`src/spj_cfg.svh`:
```
// Offsets, field positions, reset values and codes of the speed preset and jog select block
`ifndef SPJ_CFG_SVH
`define SPJ_CFG_SVH
`define SPJ_FW 16
`define SPJ_NPRESET 15
`define SPJ_NTERM 5
`define SPJ_ADR_PRESET_LAST 8'h38
`define SPJ_ADR_JOG_FREQ 8'h3c
`define SPJ_ADR_JOG_RAMP 8'h40
`define SPJ_ADR_REF_FREQ 8'h44
`define SPJ_ADR_BASE_FREQ 8'h48
`define SPJ_ADR_PATTERN 8'h4c
`define SPJ_ADR_START_FREQ 8'h50
`define SPJ_ADR_REMOTE 8'h54
`define SPJ_ADR_OPMODE 8'h58
`define SPJ_ADR_TERM_FN 8'h5c
`define SPJ_ADR_CTRL 8'h60
`define SPJ_ADR_STATUS 8'h64
`define SPJ_RST_HIGH 16'h0258
`define SPJ_RST_MID 16'h012c
`define SPJ_RST_LOW 16'h0064
`define SPJ_UNSET 16'h270f
`define SPJ_RST_JOG_FREQ 16'h0032
`define SPJ_RST_JOG_RAMP 16'h0005
`define SPJ_RST_REF_FREQ 16'h0258
`define SPJ_RST_BASE_FREQ 16'h0258
`define SPJ_RST_START_FREQ 16'h0005
`define SPJ_RST_PATTERN 2'h0
`define SPJ_RST_REMOTE 2'h0
`define SPJ_RST_OPMODE 4'h0
`define SPJ_RST_TERM_FN 20'h58210
`define SPJ_FN_LOW 4'h0
`define SPJ_FN_MID 4'h1
`define SPJ_FN_HIGH 4'h2
`define SPJ_FN_SECOND 4'h3
`define SPJ_FN_JOG 4'h5
`define SPJ_FN_EXTEND 4'h8
`define SPJ_OPS_COMB_A 4'h3
`define SPJ_OPS_COMB_B 4'h4
`define SPJ_PAT_S 2'h1
`define SPJ_REMOTE_OFF 2'h0
`define SPJ_CTRL_PANEL_JOG 0
`define SPJ_ST_SRC_LSB 16
`define SPJ_ST_JOG 19
`define SPJ_ST_FWD 20
`define SPJ_ST_REV 21
`define SPJ_ST_LOW_JOG 22
`endif

```
`src/spj_pkg.sv`:
```
// Types shared by the speed preset and jog select block
package spj_pkg;
    typedef enum logic [2:0] {
        SRC_NONE = 3'h0,
        SRC_JOG = 3'h1,
        SRC_MULTI = 3'h3,
        SRC_CURRENT = 3'h2,
        SRC_VOLTAGE = 3'h6
    } spj_src_e;
    typedef enum logic [1:0] {
        MODE_EXTERNAL = 2'h0,
        MODE_PANEL = 2'h1,
        MODE_NET = 2'h2
    } spj_mode_e;
    typedef enum logic [1:0] {
        RAMP_NORMAL = 2'h0,
        RAMP_SECOND = 2'h1,
        RAMP_JOG = 2'h3
    } spj_ramp_e;
    typedef struct packed {
        logic low;
        logic mid;
        logic high;
        logic second;
        logic jog;
        logic extend;
    } spj_fn_s;
endpackage

```
`src/spj_term_map.sv`:
```
// Maps the programmable input terminals onto speed, jog and second-function signals
`include "spj_cfg.svh"
module spj_term_map (
    input wire logic clk,
    input wire logic rst,
    input wire logic [4:0] term_in,
    input wire logic [19:0] fn_cfg,
    output spj_pkg::spj_fn_s fn_ff
);
    spj_pkg::spj_fn_s hit [`SPJ_NTERM];
    spj_pkg::spj_fn_s nxt_fn;

    genvar t;
    generate
        for (t = 0; t < `SPJ_NTERM; t++) begin : g_term
            logic [3:0] code;
            assign code = fn_cfg[4*t +: 4];
            assign hit[t].low = term_in[t] && (code == `SPJ_FN_LOW);
            assign hit[t].mid = term_in[t] && (code == `SPJ_FN_MID);
            assign hit[t].high = term_in[t] && (code == `SPJ_FN_HIGH);
            assign hit[t].second = term_in[t] && (code == `SPJ_FN_SECOND);
            assign hit[t].jog = term_in[t] && (code == `SPJ_FN_JOG);
            assign hit[t].extend = term_in[t] && (code == `SPJ_FN_EXTEND);
        end
    endgenerate

    always_comb begin
        nxt_fn = '0;
        for (int i = 0; i < `SPJ_NTERM; i++) begin
            nxt_fn = nxt_fn | hit[i];
        end
    end

    // Sampled terminal functions
    always_ff @(posedge clk) begin
        if (rst) begin
            fn_ff <= '0;
        end else begin
            fn_ff <= nxt_fn;
        end
    end
endmodule

```
`src/spj_speed_select.sv`:
```
// Speed preset and jog select: picks the running frequency command of the drive
// Operation
// - High, middle or low select alone runs at its own preset frequency.
// - Several of high, middle, low together: presets four to seven; the lowest select wins while that preset is unset.
// - Terminal function codes 0, 1, 2 map low, middle, high select.
// - Extension alone or with selects chooses presets eight to fifteen, unset by default.
// - Terminal function code 8 maps the speed extension select.
// - Speed eight unset and only extension active runs the low preset.
// - Source order: jog, presets, current input, voltage input.
// - Presets act only in external mode or mode settings 3 or 4.
// - Preset writes are taken in panel or external mode.
// - Remote function nonzero disables presets; selects become remote controls.
// - Jog frequency 0 to 400 Hz, default 5 Hz, used while jogging.
// - One jog ramp time, default 0.5 s, against the reference frequency.
// - External jog runs while a start input is held, stops on release.
// - Terminal function code 5 maps the jog select.
// - Panel jog runs only while the run key is held, or a unit forward/reverse key in mode setting 4.
// - Jog works in external and in panel mode.
// - S-shaped ramp pattern measures jog ramp against the base frequency.
// - While jogging the second-function select does not pick the ramp.
// - Mode setting 4: run key or unit forward/reverse keys start jog.
// - Mode setting 3 disables jog entirely.
`include "spj_cfg.svh"
module spj_speed_select (
    input wire logic REF_CLK,
    input wire logic RST,
    input wire logic WB_CYC_I,
    input wire logic WB_STB_I,
    input wire logic WB_WE_I,
    input wire logic [7:0] WB_ADR_I,
    input wire logic [3:0] WB_SEL_I,
    input wire logic [31:0] WB_DAT_I,
    output logic [31:0] WB_DAT_O,
    output logic WB_ACK_O,
    input wire logic [4:0] TERM_IN,
    input wire logic FORWARD_START,
    input wire logic REVERSE_START,
    input wire logic PANEL_RUN_KEY,
    input wire logic UNIT_FWD_KEY,
    input wire logic UNIT_REV_KEY,
    input wire logic [1:0] OPER_MODE,
    input wire logic CURRENT_REF_EN,
    input wire logic [15:0] CURRENT_REF,
    input wire logic [15:0] VOLTAGE_REF,
    output logic [15:0] FREQ_CMD,
    output logic [2:0] FREQ_SRC,
    output logic RUN_FWD,
    output logic RUN_REV,
    output logic JOG_ACTIVE,
    output logic [1:0] RAMP_SEL,
    output logic [15:0] JOG_RAMP_TIME,
    output logic [15:0] RAMP_REF_FREQ,
    output logic REMOTE_UP,
    output logic REMOTE_DOWN,
    output logic REMOTE_CLEAR
);
    logic [15:0] preset_ff [`SPJ_NPRESET];
    logic [15:0] jog_freq_ff, jog_ramp_ff, ref_freq_ff, base_freq_ff, start_freq_ff;
    logic [1:0] pattern_ff, remote_ff;
    logic [3:0] opmode_ff;
    logic [19:0] term_fn_ff;
    logic ctrl_panel_jog_ff;
    logic ack_ff;
    logic [31:0] rdata_ff;
    spj_pkg::spj_fn_s fn;
    logic fwd_ff, rev_ff, key_ff, ufwd_ff, urev_ff, cur_en_ff;
    logic [1:0] mode_ff;
    logic [15:0] cur_ref_ff, volt_ref_ff;
    logic wr_en, rd_en, preset_wr_ok;
    logic multi_ok, jog_ok, jog_terminal, jog_panel, jog_act;
    logic [3:0] speed, nxt_speed;
    logic [15:0] nxt_freq;
    spj_pkg::spj_src_e nxt_src;
    spj_pkg::spj_ramp_e nxt_ramp;
    logic nxt_fwd, nxt_rev;
    logic [31:0] nxt_rdata;

    function automatic logic [31:0] merge(input logic [31:0] old, input logic [31:0] dat,
                                          input logic [3:0] sel);
        logic [31:0] res;
        res = old;
        for (int b = 0; b < 4; b++) begin
            if (sel[b]) begin
                res[8*b +: 8] = dat[8*b +: 8];
            end
        end
        return res;
    endfunction

    function automatic logic [3:0] decode(input spj_pkg::spj_fn_s f);
        logic [3:0] s;
        case ({f.extend, f.high, f.mid, f.low})
            4'h1: s = 4'h3;
            4'h2: s = 4'h2;
            4'h3: s = 4'h4;
            4'h4: s = 4'h1;
            4'h5: s = 4'h5;
            4'h6: s = 4'h6;
            4'h7: s = 4'h7;
            4'h8: s = 4'h8;
            4'h9: s = 4'h9;
            4'ha: s = 4'ha;
            4'hb: s = 4'hb;
            4'hc: s = 4'hc;
            4'hd: s = 4'hd;
            4'he: s = 4'he;
            4'hf: s = 4'hf;
            default: s = 4'h0;
        endcase
        return s;
    endfunction

    spj_term_map u_map (
        .clk(REF_CLK),
        .rst(RST),
        .term_in(TERM_IN),
        .fn_cfg(term_fn_ff),
        .fn_ff(fn)
    );

    // Input sampling
    always_ff @(posedge REF_CLK) begin
        if (RST) begin
            fwd_ff <= 1'b0;
            rev_ff <= 1'b0;
            key_ff <= 1'b0;
            ufwd_ff <= 1'b0;
            urev_ff <= 1'b0;
            cur_en_ff <= 1'b0;
            mode_ff <= 2'h0;
            cur_ref_ff <= 16'h0000;
            volt_ref_ff <= 16'h0000;
        end else begin
            fwd_ff <= FORWARD_START;
            rev_ff <= REVERSE_START;
            key_ff <= PANEL_RUN_KEY;
            ufwd_ff <= UNIT_FWD_KEY;
            urev_ff <= UNIT_REV_KEY;
            cur_en_ff <= CURRENT_REF_EN;
            mode_ff <= OPER_MODE;
            cur_ref_ff <= CURRENT_REF;
            volt_ref_ff <= VOLTAGE_REF;
        end
    end

    // Bus decode
    assign wr_en = WB_CYC_I && WB_STB_I && WB_WE_I && !ack_ff;
    assign rd_en = WB_CYC_I && WB_STB_I && !WB_WE_I && !ack_ff;
    assign preset_wr_ok = (mode_ff == spj_pkg::MODE_EXTERNAL)
        || (mode_ff == spj_pkg::MODE_PANEL);

    always_ff @(posedge REF_CLK) begin
        if (RST) begin
            ack_ff <= 1'b0;
        end else begin
            ack_ff <= WB_CYC_I && WB_STB_I && !ack_ff;
        end
    end

    // Preset table
    always_ff @(posedge REF_CLK) begin
        if (RST) begin
            for (int i = 0; i < `SPJ_NPRESET; i++) begin
                preset_ff[i] <= `SPJ_UNSET;
            end
            preset_ff[0] <= `SPJ_RST_HIGH;
            preset_ff[1] <= `SPJ_RST_MID;
            preset_ff[2] <= `SPJ_RST_LOW;
        end else if (wr_en && preset_wr_ok && WB_ADR_I <= `SPJ_ADR_PRESET_LAST
                     && WB_ADR_I[1:0] == 2'h0) begin
            preset_ff[WB_ADR_I[5:2]] <= 16'(merge({16'h0000, preset_ff[WB_ADR_I[5:2]]},
                                                  WB_DAT_I, WB_SEL_I));
        end
    end

    // Setting registers
    always_ff @(posedge REF_CLK) begin
        if (RST) begin
            jog_freq_ff <= `SPJ_RST_JOG_FREQ;
            jog_ramp_ff <= `SPJ_RST_JOG_RAMP;
            ref_freq_ff <= `SPJ_RST_REF_FREQ;
            base_freq_ff <= `SPJ_RST_BASE_FREQ;
            start_freq_ff <= `SPJ_RST_START_FREQ;
            pattern_ff <= `SPJ_RST_PATTERN;
            remote_ff <= `SPJ_RST_REMOTE;
            opmode_ff <= `SPJ_RST_OPMODE;
            term_fn_ff <= `SPJ_RST_TERM_FN;
            ctrl_panel_jog_ff <= 1'b0;
        end else if (wr_en) begin
            if (WB_ADR_I == `SPJ_ADR_JOG_FREQ) begin
                jog_freq_ff <= 16'(merge({16'h0000, jog_freq_ff}, WB_DAT_I, WB_SEL_I));
            end else if (WB_ADR_I == `SPJ_ADR_JOG_RAMP) begin
                jog_ramp_ff <= 16'(merge({16'h0000, jog_ramp_ff}, WB_DAT_I, WB_SEL_I));
            end else if (WB_ADR_I == `SPJ_ADR_REF_FREQ) begin
                ref_freq_ff <= 16'(merge({16'h0000, ref_freq_ff}, WB_DAT_I, WB_SEL_I));
            end else if (WB_ADR_I == `SPJ_ADR_BASE_FREQ) begin
                base_freq_ff <= 16'(merge({16'h0000, base_freq_ff}, WB_DAT_I, WB_SEL_I));
            end else if (WB_ADR_I == `SPJ_ADR_START_FREQ) begin
                start_freq_ff <= 16'(merge({16'h0000, start_freq_ff}, WB_DAT_I, WB_SEL_I));
            end else if (WB_ADR_I == `SPJ_ADR_PATTERN && WB_SEL_I[0]) begin
                pattern_ff <= WB_DAT_I[1:0];
            end else if (WB_ADR_I == `SPJ_ADR_REMOTE && WB_SEL_I[0]) begin
                remote_ff <= WB_DAT_I[1:0];
            end else if (WB_ADR_I == `SPJ_ADR_OPMODE && WB_SEL_I[0]) begin
                opmode_ff <= WB_DAT_I[3:0];
            end else if (WB_ADR_I == `SPJ_ADR_TERM_FN) begin
                term_fn_ff <= 20'(merge({12'h000, term_fn_ff}, WB_DAT_I, WB_SEL_I));
            end else if (WB_ADR_I == `SPJ_ADR_CTRL && WB_SEL_I[0]) begin
                ctrl_panel_jog_ff <= WB_DAT_I[`SPJ_CTRL_PANEL_JOG];
            end
        end
    end

    // Read mux
    always_comb begin
        nxt_rdata = 32'h0000_0000;
        if (WB_ADR_I <= `SPJ_ADR_PRESET_LAST && WB_ADR_I[1:0] == 2'h0) begin
            nxt_rdata[15:0] = preset_ff[WB_ADR_I[5:2]];
        end else if (WB_ADR_I == `SPJ_ADR_JOG_FREQ) begin
            nxt_rdata[15:0] = jog_freq_ff;
        end else if (WB_ADR_I == `SPJ_ADR_JOG_RAMP) begin
            nxt_rdata[15:0] = jog_ramp_ff;
        end else if (WB_ADR_I == `SPJ_ADR_REF_FREQ) begin
            nxt_rdata[15:0] = ref_freq_ff;
        end else if (WB_ADR_I == `SPJ_ADR_BASE_FREQ) begin
            nxt_rdata[15:0] = base_freq_ff;
        end else if (WB_ADR_I == `SPJ_ADR_START_FREQ) begin
            nxt_rdata[15:0] = start_freq_ff;
        end else if (WB_ADR_I == `SPJ_ADR_PATTERN) begin
            nxt_rdata[1:0] = pattern_ff;
        end else if (WB_ADR_I == `SPJ_ADR_REMOTE) begin
            nxt_rdata[1:0] = remote_ff;
        end else if (WB_ADR_I == `SPJ_ADR_OPMODE) begin
            nxt_rdata[3:0] = opmode_ff;
        end else if (WB_ADR_I == `SPJ_ADR_TERM_FN) begin
            nxt_rdata[19:0] = term_fn_ff;
        end else if (WB_ADR_I == `SPJ_ADR_CTRL) begin
            nxt_rdata[`SPJ_CTRL_PANEL_JOG] = ctrl_panel_jog_ff;
        end else if (WB_ADR_I == `SPJ_ADR_STATUS) begin
            nxt_rdata[15:0] = FREQ_CMD;
            nxt_rdata[`SPJ_ST_SRC_LSB +: 3] = FREQ_SRC;
            nxt_rdata[`SPJ_ST_JOG] = JOG_ACTIVE;
            nxt_rdata[`SPJ_ST_FWD] = RUN_FWD;
            nxt_rdata[`SPJ_ST_REV] = RUN_REV;
            nxt_rdata[`SPJ_ST_LOW_JOG] = jog_freq_ff < start_freq_ff;
        end
    end

    always_ff @(posedge REF_CLK) begin
        if (RST) begin
            rdata_ff <= 32'h0000_0000;
        end else if (rd_en) begin
            rdata_ff <= nxt_rdata;
        end
    end

    assign WB_ACK_O = ack_ff;
    assign WB_DAT_O = rdata_ff;

    // Jog qualification
    assign jog_ok = opmode_ff != `SPJ_OPS_COMB_A;
    assign jog_terminal = jog_ok && fn.jog && mode_ff == spj_pkg::MODE_EXTERNAL;
    assign jog_panel = jog_ok && ctrl_panel_jog_ff && mode_ff == spj_pkg::MODE_PANEL;
    assign jog_act = jog_terminal || jog_panel;
    assign multi_ok = remote_ff == `SPJ_REMOTE_OFF
        && (mode_ff == spj_pkg::MODE_EXTERNAL || opmode_ff == `SPJ_OPS_COMB_A
            || opmode_ff == `SPJ_OPS_COMB_B);

    // Preset choice
    always_comb begin
        speed = decode(fn);
        nxt_speed = speed;
        if (speed >= 4'h4 && preset_ff[speed - 4'h1] == `SPJ_UNSET) begin
            if (speed == 4'h8) begin
                nxt_speed = 4'h3;
            end else if (fn.low) begin
                nxt_speed = 4'h3;
            end else if (fn.mid) begin
                nxt_speed = 4'h2;
            end else begin
                nxt_speed = fn.high ? 4'h1 : 4'h0;
            end
        end
    end

    // Source priority
    always_comb begin
        nxt_freq = volt_ref_ff;
        nxt_src = spj_pkg::SRC_VOLTAGE;
        if (jog_act) begin
            nxt_freq = jog_freq_ff;
            nxt_src = spj_pkg::SRC_JOG;
        end else if (multi_ok && nxt_speed != 4'h0) begin
            nxt_freq = preset_ff[nxt_speed - 4'h1];
            nxt_src = spj_pkg::SRC_MULTI;
        end else if (cur_en_ff) begin
            nxt_freq = cur_ref_ff;
            nxt_src = spj_pkg::SRC_CURRENT;
        end
    end

    // Start and direction
    always_comb begin
        nxt_fwd = 1'b0;
        nxt_rev = 1'b0;
        if (jog_panel) begin
            if (opmode_ff == `SPJ_OPS_COMB_B) begin
                nxt_fwd = key_ff || ufwd_ff;
                nxt_rev = urev_ff;
            end else begin
                nxt_fwd = key_ff;
            end
        end else if (mode_ff == spj_pkg::MODE_EXTERNAL) begin
            nxt_fwd = fwd_ff;
            nxt_rev = rev_ff;
        end
        if (nxt_fwd && nxt_rev) begin
            nxt_fwd = 1'b0;
            nxt_rev = 1'b0;
        end
    end

    always_comb begin
        if (jog_act) begin
            nxt_ramp = spj_pkg::RAMP_JOG;
        end else if (fn.second) begin
            nxt_ramp = spj_pkg::RAMP_SECOND;
        end else begin
            nxt_ramp = spj_pkg::RAMP_NORMAL;
        end
    end

    // Registered command
    always_ff @(posedge REF_CLK) begin
        if (RST) begin
            FREQ_CMD <= 16'h0000;
            FREQ_SRC <= spj_pkg::SRC_NONE;
            JOG_ACTIVE <= 1'b0;
            RAMP_SEL <= spj_pkg::RAMP_NORMAL;
        end else begin
            FREQ_CMD <= nxt_freq;
            FREQ_SRC <= nxt_src;
            JOG_ACTIVE <= jog_act;
            RAMP_SEL <= nxt_ramp;
        end
    end

    always_ff @(posedge REF_CLK) begin
        if (RST) begin
            RUN_FWD <= 1'b0;
            RUN_REV <= 1'b0;
        end else begin
            RUN_FWD <= nxt_fwd;
            RUN_REV <= nxt_rev;
        end
    end

    always_ff @(posedge REF_CLK) begin
        if (RST) begin
            JOG_RAMP_TIME <= `SPJ_RST_JOG_RAMP;
            RAMP_REF_FREQ <= `SPJ_RST_REF_FREQ;
        end else begin
            JOG_RAMP_TIME <= jog_ramp_ff;
            RAMP_REF_FREQ <= pattern_ff == `SPJ_PAT_S ? base_freq_ff : ref_freq_ff;
        end
    end

    always_ff @(posedge REF_CLK) begin
        if (RST) begin
            REMOTE_UP <= 1'b0;
            REMOTE_DOWN <= 1'b0;
            REMOTE_CLEAR <= 1'b0;
        end else begin
            REMOTE_UP <= remote_ff != `SPJ_REMOTE_OFF && !jog_act && fn.high;
            REMOTE_DOWN <= remote_ff != `SPJ_REMOTE_OFF && !jog_act && fn.mid;
            REMOTE_CLEAR <= remote_ff != `SPJ_REMOTE_OFF && !jog_act && fn.low;
        end
    end
endmodule

```
`config.mk`:
```
export PLATFORM = sky130hd
export DESIGN_NAME = spj_speed_select
export DESIGN_NICKNAME = d
export VERILOG_FILES = /design/src/spj_pkg.sv /design/src/spj_term_map.sv /design/src/spj_speed_select.sv
export VERILOG_INCLUDE_DIRS = /design/src
export SDC_FILE = /design/constraint.sdc
export NUM_CORES = 1
export LEC_CHECK = 0
export BUFFER_PORTS_ARGS = -buffer_cell sky130_fd_sc_hd__clkbuf_2
export CAP_MARGIN = 30
export CELL_PAD_IN_SITES_DETAIL_PLACEMENT = 0
export CELL_PAD_IN_SITES_GLOBAL_PLACEMENT = 2
export CORE_ASPECT_RATIO = 0.7
export CORE_MARGIN = 2
export CORE_UTILIZATION = 40
export DETAILED_ROUTE_END_ITERATION = 8
export PLACE_DENSITY_LB_ADDON = 0.25
export SLEW_MARGIN = 5
export SYNTH_ARGS = -nofsm -noshare
export SYNTH_HDL_FRONTEND = slang
export SYNTH_SLANG_ARGS = --single-unit
```
`constraint.sdc`:
```
create_clock -name REF_CLK -period 6.3 [get_ports REF_CLK]
set_input_delay 1.26 -clock REF_CLK [delete_from_list [all_inputs] [get_ports REF_CLK]]
set_output_delay 1.26 -clock REF_CLK [all_outputs]
set_load 0.01 [all_outputs]
```
==> Yosys cells after proc, flatten, opt, wreduce, memory -nomap -nowiden <==
Memory sizes are Yosys's and may differ from the RTL's. A register that Yosys moved wholly into a read port is not among the register bits.
Cells that the tools add are included.
{ "op_classes": {"eq_ne": 43, "reduce_logical": 95, "addsub": 2, "bitwise_logic": 16, "mux": 82, "magnitude_cmp": 3} }
{ "op_table": {"columns": ["op", "n"], "rows": [
  ["23-bit two-way mux", 12],
  ["22-bit two-way mux", 11],
  ["16-bit two-way mux", 14],
  ["8-bit by 7-bit equality test with 1-bit output, second input constant", 10],
  ["1-bit logical AND", 56],
  ["8-bit two-way mux", 6],
  ["4-bit by 2-bit equality test with 1-bit output, second input constant", 11],
  ["11-bit AND reduction", 4],
  ["21-bit two-way mux", 2],
  ["7-bit two-way mux", 6],
  ["4-bit by 3-bit equality test with 1-bit output, second input constant", 6],
  ["4-bit equality test, second input constant", 6],
  ["6-bit bitwise OR", 4],
  ["7-bit AND reduction", 3],
  ["4-bit by 1-bit equality test with 1-bit output, second input constant", 5],
  ["4-bit zero test", 5],
  ["20-bit two-way mux", 1],
  ["19-bit two-way mux", 1],
  ["16-bit by 14-bit equality test with 1-bit output, second input constant", 1],
  ["16-bit less-than comparator", 1],
  ["1-bit two-way mux", 16],
  ["4-bit two-way mux", 4],
  ["16-bit OR reduction", 1],
  ["2-bit two-way mux", 7],
  ["other kinds (22)", 48]
]} }
{ "word_totals": {"output_inout_bits": 92, "n_memories": 2, "reg_bits": 237, "elab_cells": 289, "romBits": 64, "ram_bits": 240} }
{ "mem_list": {"columns": ["memory", "depth", "word_bits", "read_ports", "rd_ports_with_merged_regs", "write_ports", "line_no", "text"], "rows": [
  ["preset_ff", 15, 16, 3, 0, 15, "spj_speed_select.sv:57", "logic [15:0] preset_ff [`SPJ_NPRESET];"],
  ["(no name shown)", 16, 4, 1, 1, 0, "spj_speed_select.sv:92", "case ({f.extend, f.high, f.mid, f.low})"]
]} }

==> Longest topological paths before layout <==
{ "logic_depth": {"word_depth": 34, "mapped_depth": 24, "depth_no_buf": 17} }

==> Hierarchy <==
From an unflattened synthesis, not the netlist that was laid out.
{ "hier_totals": {"cells_unflattened": 2512, "area_unflattened_um2": 25197.9} }
{ "modules_own_cells": {"columns": ["module", "area_per_inst_um2", "cells_per_inst", "seq_area_each_um2", "n_inst"], "rows": [
  ["spj_speed_select", 24701.2, 2453, 12311.8, 1],
  ["spj_term_map", 496.7, 59, 120.1, 1]
]} }

==> Worst setup path before layout <==
OpenSTA, ideal clock, no wires.
{ "synth_timing": {"path_type": "flip-flop to flip-flop", "startpoint": "register, netlist name speed[0]", "endpoint": "register FREQ_CMD[10]", "stages_incl_launch_ff": 22, "setup_slack_ns": 1.259, "required_time_ns": 6.180, "period_less_slack_ns": 5.041, "setup_time_ns": 0.120, "arrival_ns": 4.922, "path_cell_list": "dfxtp_1 > buf_2 > inv_2 > buf_2 > ha_1 > nor4bb_1 > nand3_1 > a2111oi_2 > nor2_1 > o221a_4 > mux2i_4 > inv_2 > buf_2 > buf_1 > ha_1 > inv_1 > clkbuf_1 > clkbuf_1 > mux4_2 > nand2_1 > o31ai_1 > a211o_1"} }
{ "synth_via": {"elab_chain_len": 9, "elab_cells_between_ends": 13, "classes_between": "2 x add/sub; 1 x order compare; 2 x eq/ne; 4 x mux; 3 x reduce/logical; 1 x memory"} }
{ "synth_lines": {"columns": ["item", "line_no", "text"], "rows": [
  ["4-bit by 1-bit subtractor with 4-bit output", "spj_speed_select.sv:273", "if (speed >= 4'h4 && preset_ff[speed - 4'h1] == `SPJ_UNSET) begin"],
  ["memory read 15 x 16 bit", null, null],
  ["16-bit by 14-bit equality test with 1-bit output (no source line)", null, null],
  ["1-bit logical AND (no source line)", null, null],
  ["4-bit two-way mux *", "spj_speed_select.sv:273", null],
  ["4-bit by 1-bit subtractor with 4-bit output or 4-bit nonzero test (tied branches)", "spj_speed_select.sv:294, spj_speed_select.sv:293", null],
  ["memory read 15 x 16 bit or 1-bit logical AND (tied branches)", null, null],
  ["16-bit two-way mux *", "spj_speed_select.sv:293", "end else if (multi_ok && nxt_speed != 4'h0) begin"],
  ["16-bit two-way mux *", "spj_speed_select.sv:290", "if (jog_act) begin"],
  ["to (signal assigned)", "spj_speed_select.sv:341", "FREQ_CMD <= nxt_freq;"],
  ["to (decl)", "spj_speed_select.sv:45", "output logic [15:0] FREQ_CMD,"]
]} }
Every way passes the cells marked *; elsewhere a longest branch is shown, timed or not.
A chain may end at the register's enable or synchronous reset.

==> Final worst setup path <==
{ "layout_timing": {"startpoint": "register, netlist name speed[1]", "endpoint": "register FREQ_CMD[0]"} }
{ "layout_via": {"elab_chain_len": 9, "elab_cells_between_ends": 13, "classes_between": "2 x add/sub; 1 x order compare; 2 x eq/ne; 4 x mux; 3 x reduce/logical; 1 x memory"} }
{ "layout_lines": {"columns": ["item", "line_no"], "rows": [
  ["4-bit by 1-bit subtractor with 4-bit output", "spj_speed_select.sv:273"],
  ["memory read 15 x 16 bit", null],
  ["16-bit by 14-bit equality test with 1-bit output (no source line)", null],
  ["1-bit logical AND (no source line)", null],
  ["4-bit two-way mux *", "spj_speed_select.sv:273"],
  ["4-bit by 1-bit subtractor with 4-bit output or 4-bit nonzero test (tied branches)", "spj_speed_select.sv:294, spj_speed_select.sv:293"],
  ["memory read 15 x 16 bit or 1-bit logical AND (tied branches)", null],
  ["16-bit two-way mux *", "spj_speed_select.sv:293"],
  ["16-bit two-way mux *", "spj_speed_select.sv:290"]
]} }
Marked as above.

==> flow_summary.toml <==
[worst_setup_path]
cp_common_cell = "buf_4"
crit_fanout = 35
crit_family = "compound AO/OA/AOI/OAI gates"
worstPathRequired_ns = 6.81
endpoint = "FREQ_CMD[0]"
critPathLaunch = "speed[1]"
crit_slowest_cell = "ha_1"
endpoint_kind = "flop"
cp.depth = 14
startpoint_type = "flop"
critPathMaxStageDelay_ns = 0.68
crit_chain = "inv_1 > ha_1 > and4b_1 > nand3_1 > a221oi_2 > nor2_1 > o221a_4 > mux2i_4 > clkinv_2 > buf_4 > buf_4 > mux4_2 > a22o_1 > a211o_1"
r2r_start = "speed[1]"
worstSetupPathType = "reg2reg"
critPathBufInv = 4
ff2ff_setup_slack_ns = 0.75
rr_endpoint = "FREQ_CMD[0]"
critPathArrivalTime_ns = 6.06
rr_worst_depth = 14

[die]
die_y_microns = 210.6
start_util_pct = 40.60
die_x_microns = 299.1
rows = 75
coreArea_sq_um = 60060
dieArea_sq_um = 62990
io_pins = 186

[cts]
cts_tree = "yes"
clock-root-buffer = "clkbuf_16"
cts_setup_buffers = 0
clock_latency_ns = 0.64
cts.reportedPaths.clkPinSlew_ns = 0.07
clockBufferDepth = 3
numCtsBuffers = 52
hold_buffers = 0
htreeDepth = 2
cts_resized = 0
clock_sinks = 496

[logic_synthesis]
synth_seq_cells = 496
syn_area_per_cell_sq_um = 10.83
syn_inst = 2251
synth_edf_count = 256
yosys-top-cells-area = "edfxtp_1 (32%), dfxtp_1 (20%), mux4_2 (12%)"
seq_area_frac_synth_pct = 51.23
ys_types = 79
synth_top_area_cell = "edfxtp_1"
yosys.area.top_type_share_pct = 31.52
syn_area_sq_um = 24390
synth-async-reset-ratio_pct = 0
synth_most_common_cell = "nand2_1"
ys.flop_type = "edfxtp_1"
ys_top_cells_by_count = "nand2_1 (362), nor2_1 (260), edfxtp_1 (256)"
yosys_warnings = 0

[flow_run]
maxCapViolCount = 0

[power_and_ir_drop]
p_leak_nw = 9.904
seq_power_share_pct = 45.1
combPwrFrac_pct = 16.5
finalPower_mw = 7.970
swShare_pct = 29.53
p_sw_mw = 2.354
pwr-share-clk_pct = 38.4
ir_drop_mv = 0.1938
internal-power_mw = 5.616
pwr_density_cell_nw_per_um2 = 283.9

[hold_path]
hold_path.class = "reg2reg"
min_path_cells = 2

[route]
first_pass_iters = 9
dr_wl_met2_microns = 38260
drt-met1-wl_microns = 45660
ant_nets = 0
dr_total_vias = 20383
via_per_inst = 6.218
highest_layer = "met5"
drtIter0Drc = 3112
wl_met3_microns = 15030
drt-total-wl_microns = 101000
post_drt_wl_per_cell_microns = 30.80
drc_errors = 0

[global_routing]
grt_usage_pct = 31.62
grt_pass1_wl_microns = 141800
grt_max_degree = 161
overflow = 0
grt_pass1_vias = 18769
antenna_found_initial = 3

[cells_and_area]
area_growth_pct = 15.14
nets = 2544
postLayoutCoreUtil_pct = 46.75
multiInputGateArea_sq_um = 11150
fillers = 5579
regMostFlops = "preset_ff"
diodes = 0
seqCellArea_sq_um = 12490
drive_above_1_share_pct = 20.61
largest_register_ffs = 256

[sta]
period_minus_slack_ns = 5.548
layout_setup_ws_ns = 0.7525
timing.final.hold_violations = 0
setup_viol = 0
fmax_mhz = 180.3
tns_ns = 0
drv_slew = 0
rsz0062_at_grt = "no"
slew_headroom_pct = 30.48
hold_ws_ns = 0.4514
skew_ns = 0.03897
period_share_pct = 88.06
worstMarginPinSlew_ns = 1.039

[placed_design]
dp_hpwl_microns = 75630
gp_congestion = 0.9332
dp_worst_setup_slack_ns = 0.9212
portBuffers = 163

[status]
outcome = "completed"
routing by layer:
layer  vias to the layer above  GRT usage, %
li1                       8656             -
met1                     10189         49.52
met2                      1409         40.64
met3                       127         11.57
met4                         2         6.672
met5                         -             0
power by group through the flow:
stage | Sequential [mW] | Combinational (mW) | Clock (mW)
floorplan | 3.60 | 0.740 | 0
global placement | 3.66 | 1.27 | 0
detailed placement | 3.66 | 1.28 | 0
CTS | 3.59 | 1.28 | 3.09
global route | 3.59 | 1.37 | 3.22
finish | 3.59 | 1.32 | 3.06
cells in the final DEF (no fill, tap or decap), types with 26 or more instances in the layout:
master	instances
a21oi_1	119
a22o_1	29
buf_4	82
clkbuf_16	54
clkbuf_2	160
dfxtp_1	240
edfxtp_1	256
inv_1	53
mux2i_1	45
mux4_2	125
nand2_1	362
nand2b_1	26
nand3_1	64
nor2_1	258
nor2b_1	67
nor3_1	65
worst register-to-register path, delay by kind of cell, from the launching register on:
family	cells	cell delay, ns
AO/OA/AOI/OAI	4	1.62
flip-flops	1	0.38
AND/OR/NAND/NOR	3	0.60
multiplexers	2	0.87
buffers and inverters	4	1.28
adder cells (fa/ha/maj)	1	0.68
cells by family after synthesis:
logic type / Yosys count / share of synthesized area (%)
simple gates: 989 / 19.55
buf+inv: 210 / 3.617
compound gates: 339 / 9.928
xor+xnor: 4 / 0.1745
mux: 189 / 14.31
fa+ha+maj: 23 / 1.180
flops: 496 / 51.23
other cells: 1 / 0.01538
worst min-delay path by stage:
stage	start	end	slack, ns
after detailed placement	u_map.fn_ff[2]	RAMP_SEL[0]	0.43
after CTS	WB_DAT_O[21]	WB_DAT_O[21]	0.45
final	WB_DAT_O[21]	WB_DAT_O[21]	0.45
after global routing	WB_DAT_O[21]	WB_DAT_O[21]	0.48
after floorplan	u_map.fn_ff[2]	RAMP_SEL[0]	0.42
after global placement	u_map.fn_ff[2]	RAMP_SEL[0]	0.44
layout make-up:
class | count | share of cell area [%]
clock buffer | 66 | 5.116
clock inverter | 31 | 0.7620
inverter | 55 | 0.7397
multi-input combinational | 1569 | 39.71
sequential | 496 | 44.49
tap | 808 | 3.601
timing repair buffer | 253 | 5.584
per-stage QoR:
stage	area, sq um	instances
floorplan	24480	2275
global placement	26310	3171
detailed placement	26420	3180
CTS	28070	3277
global route	28080	3278
finish	28080	3278
Note: power is estimated with default switching activity, not from simulation.
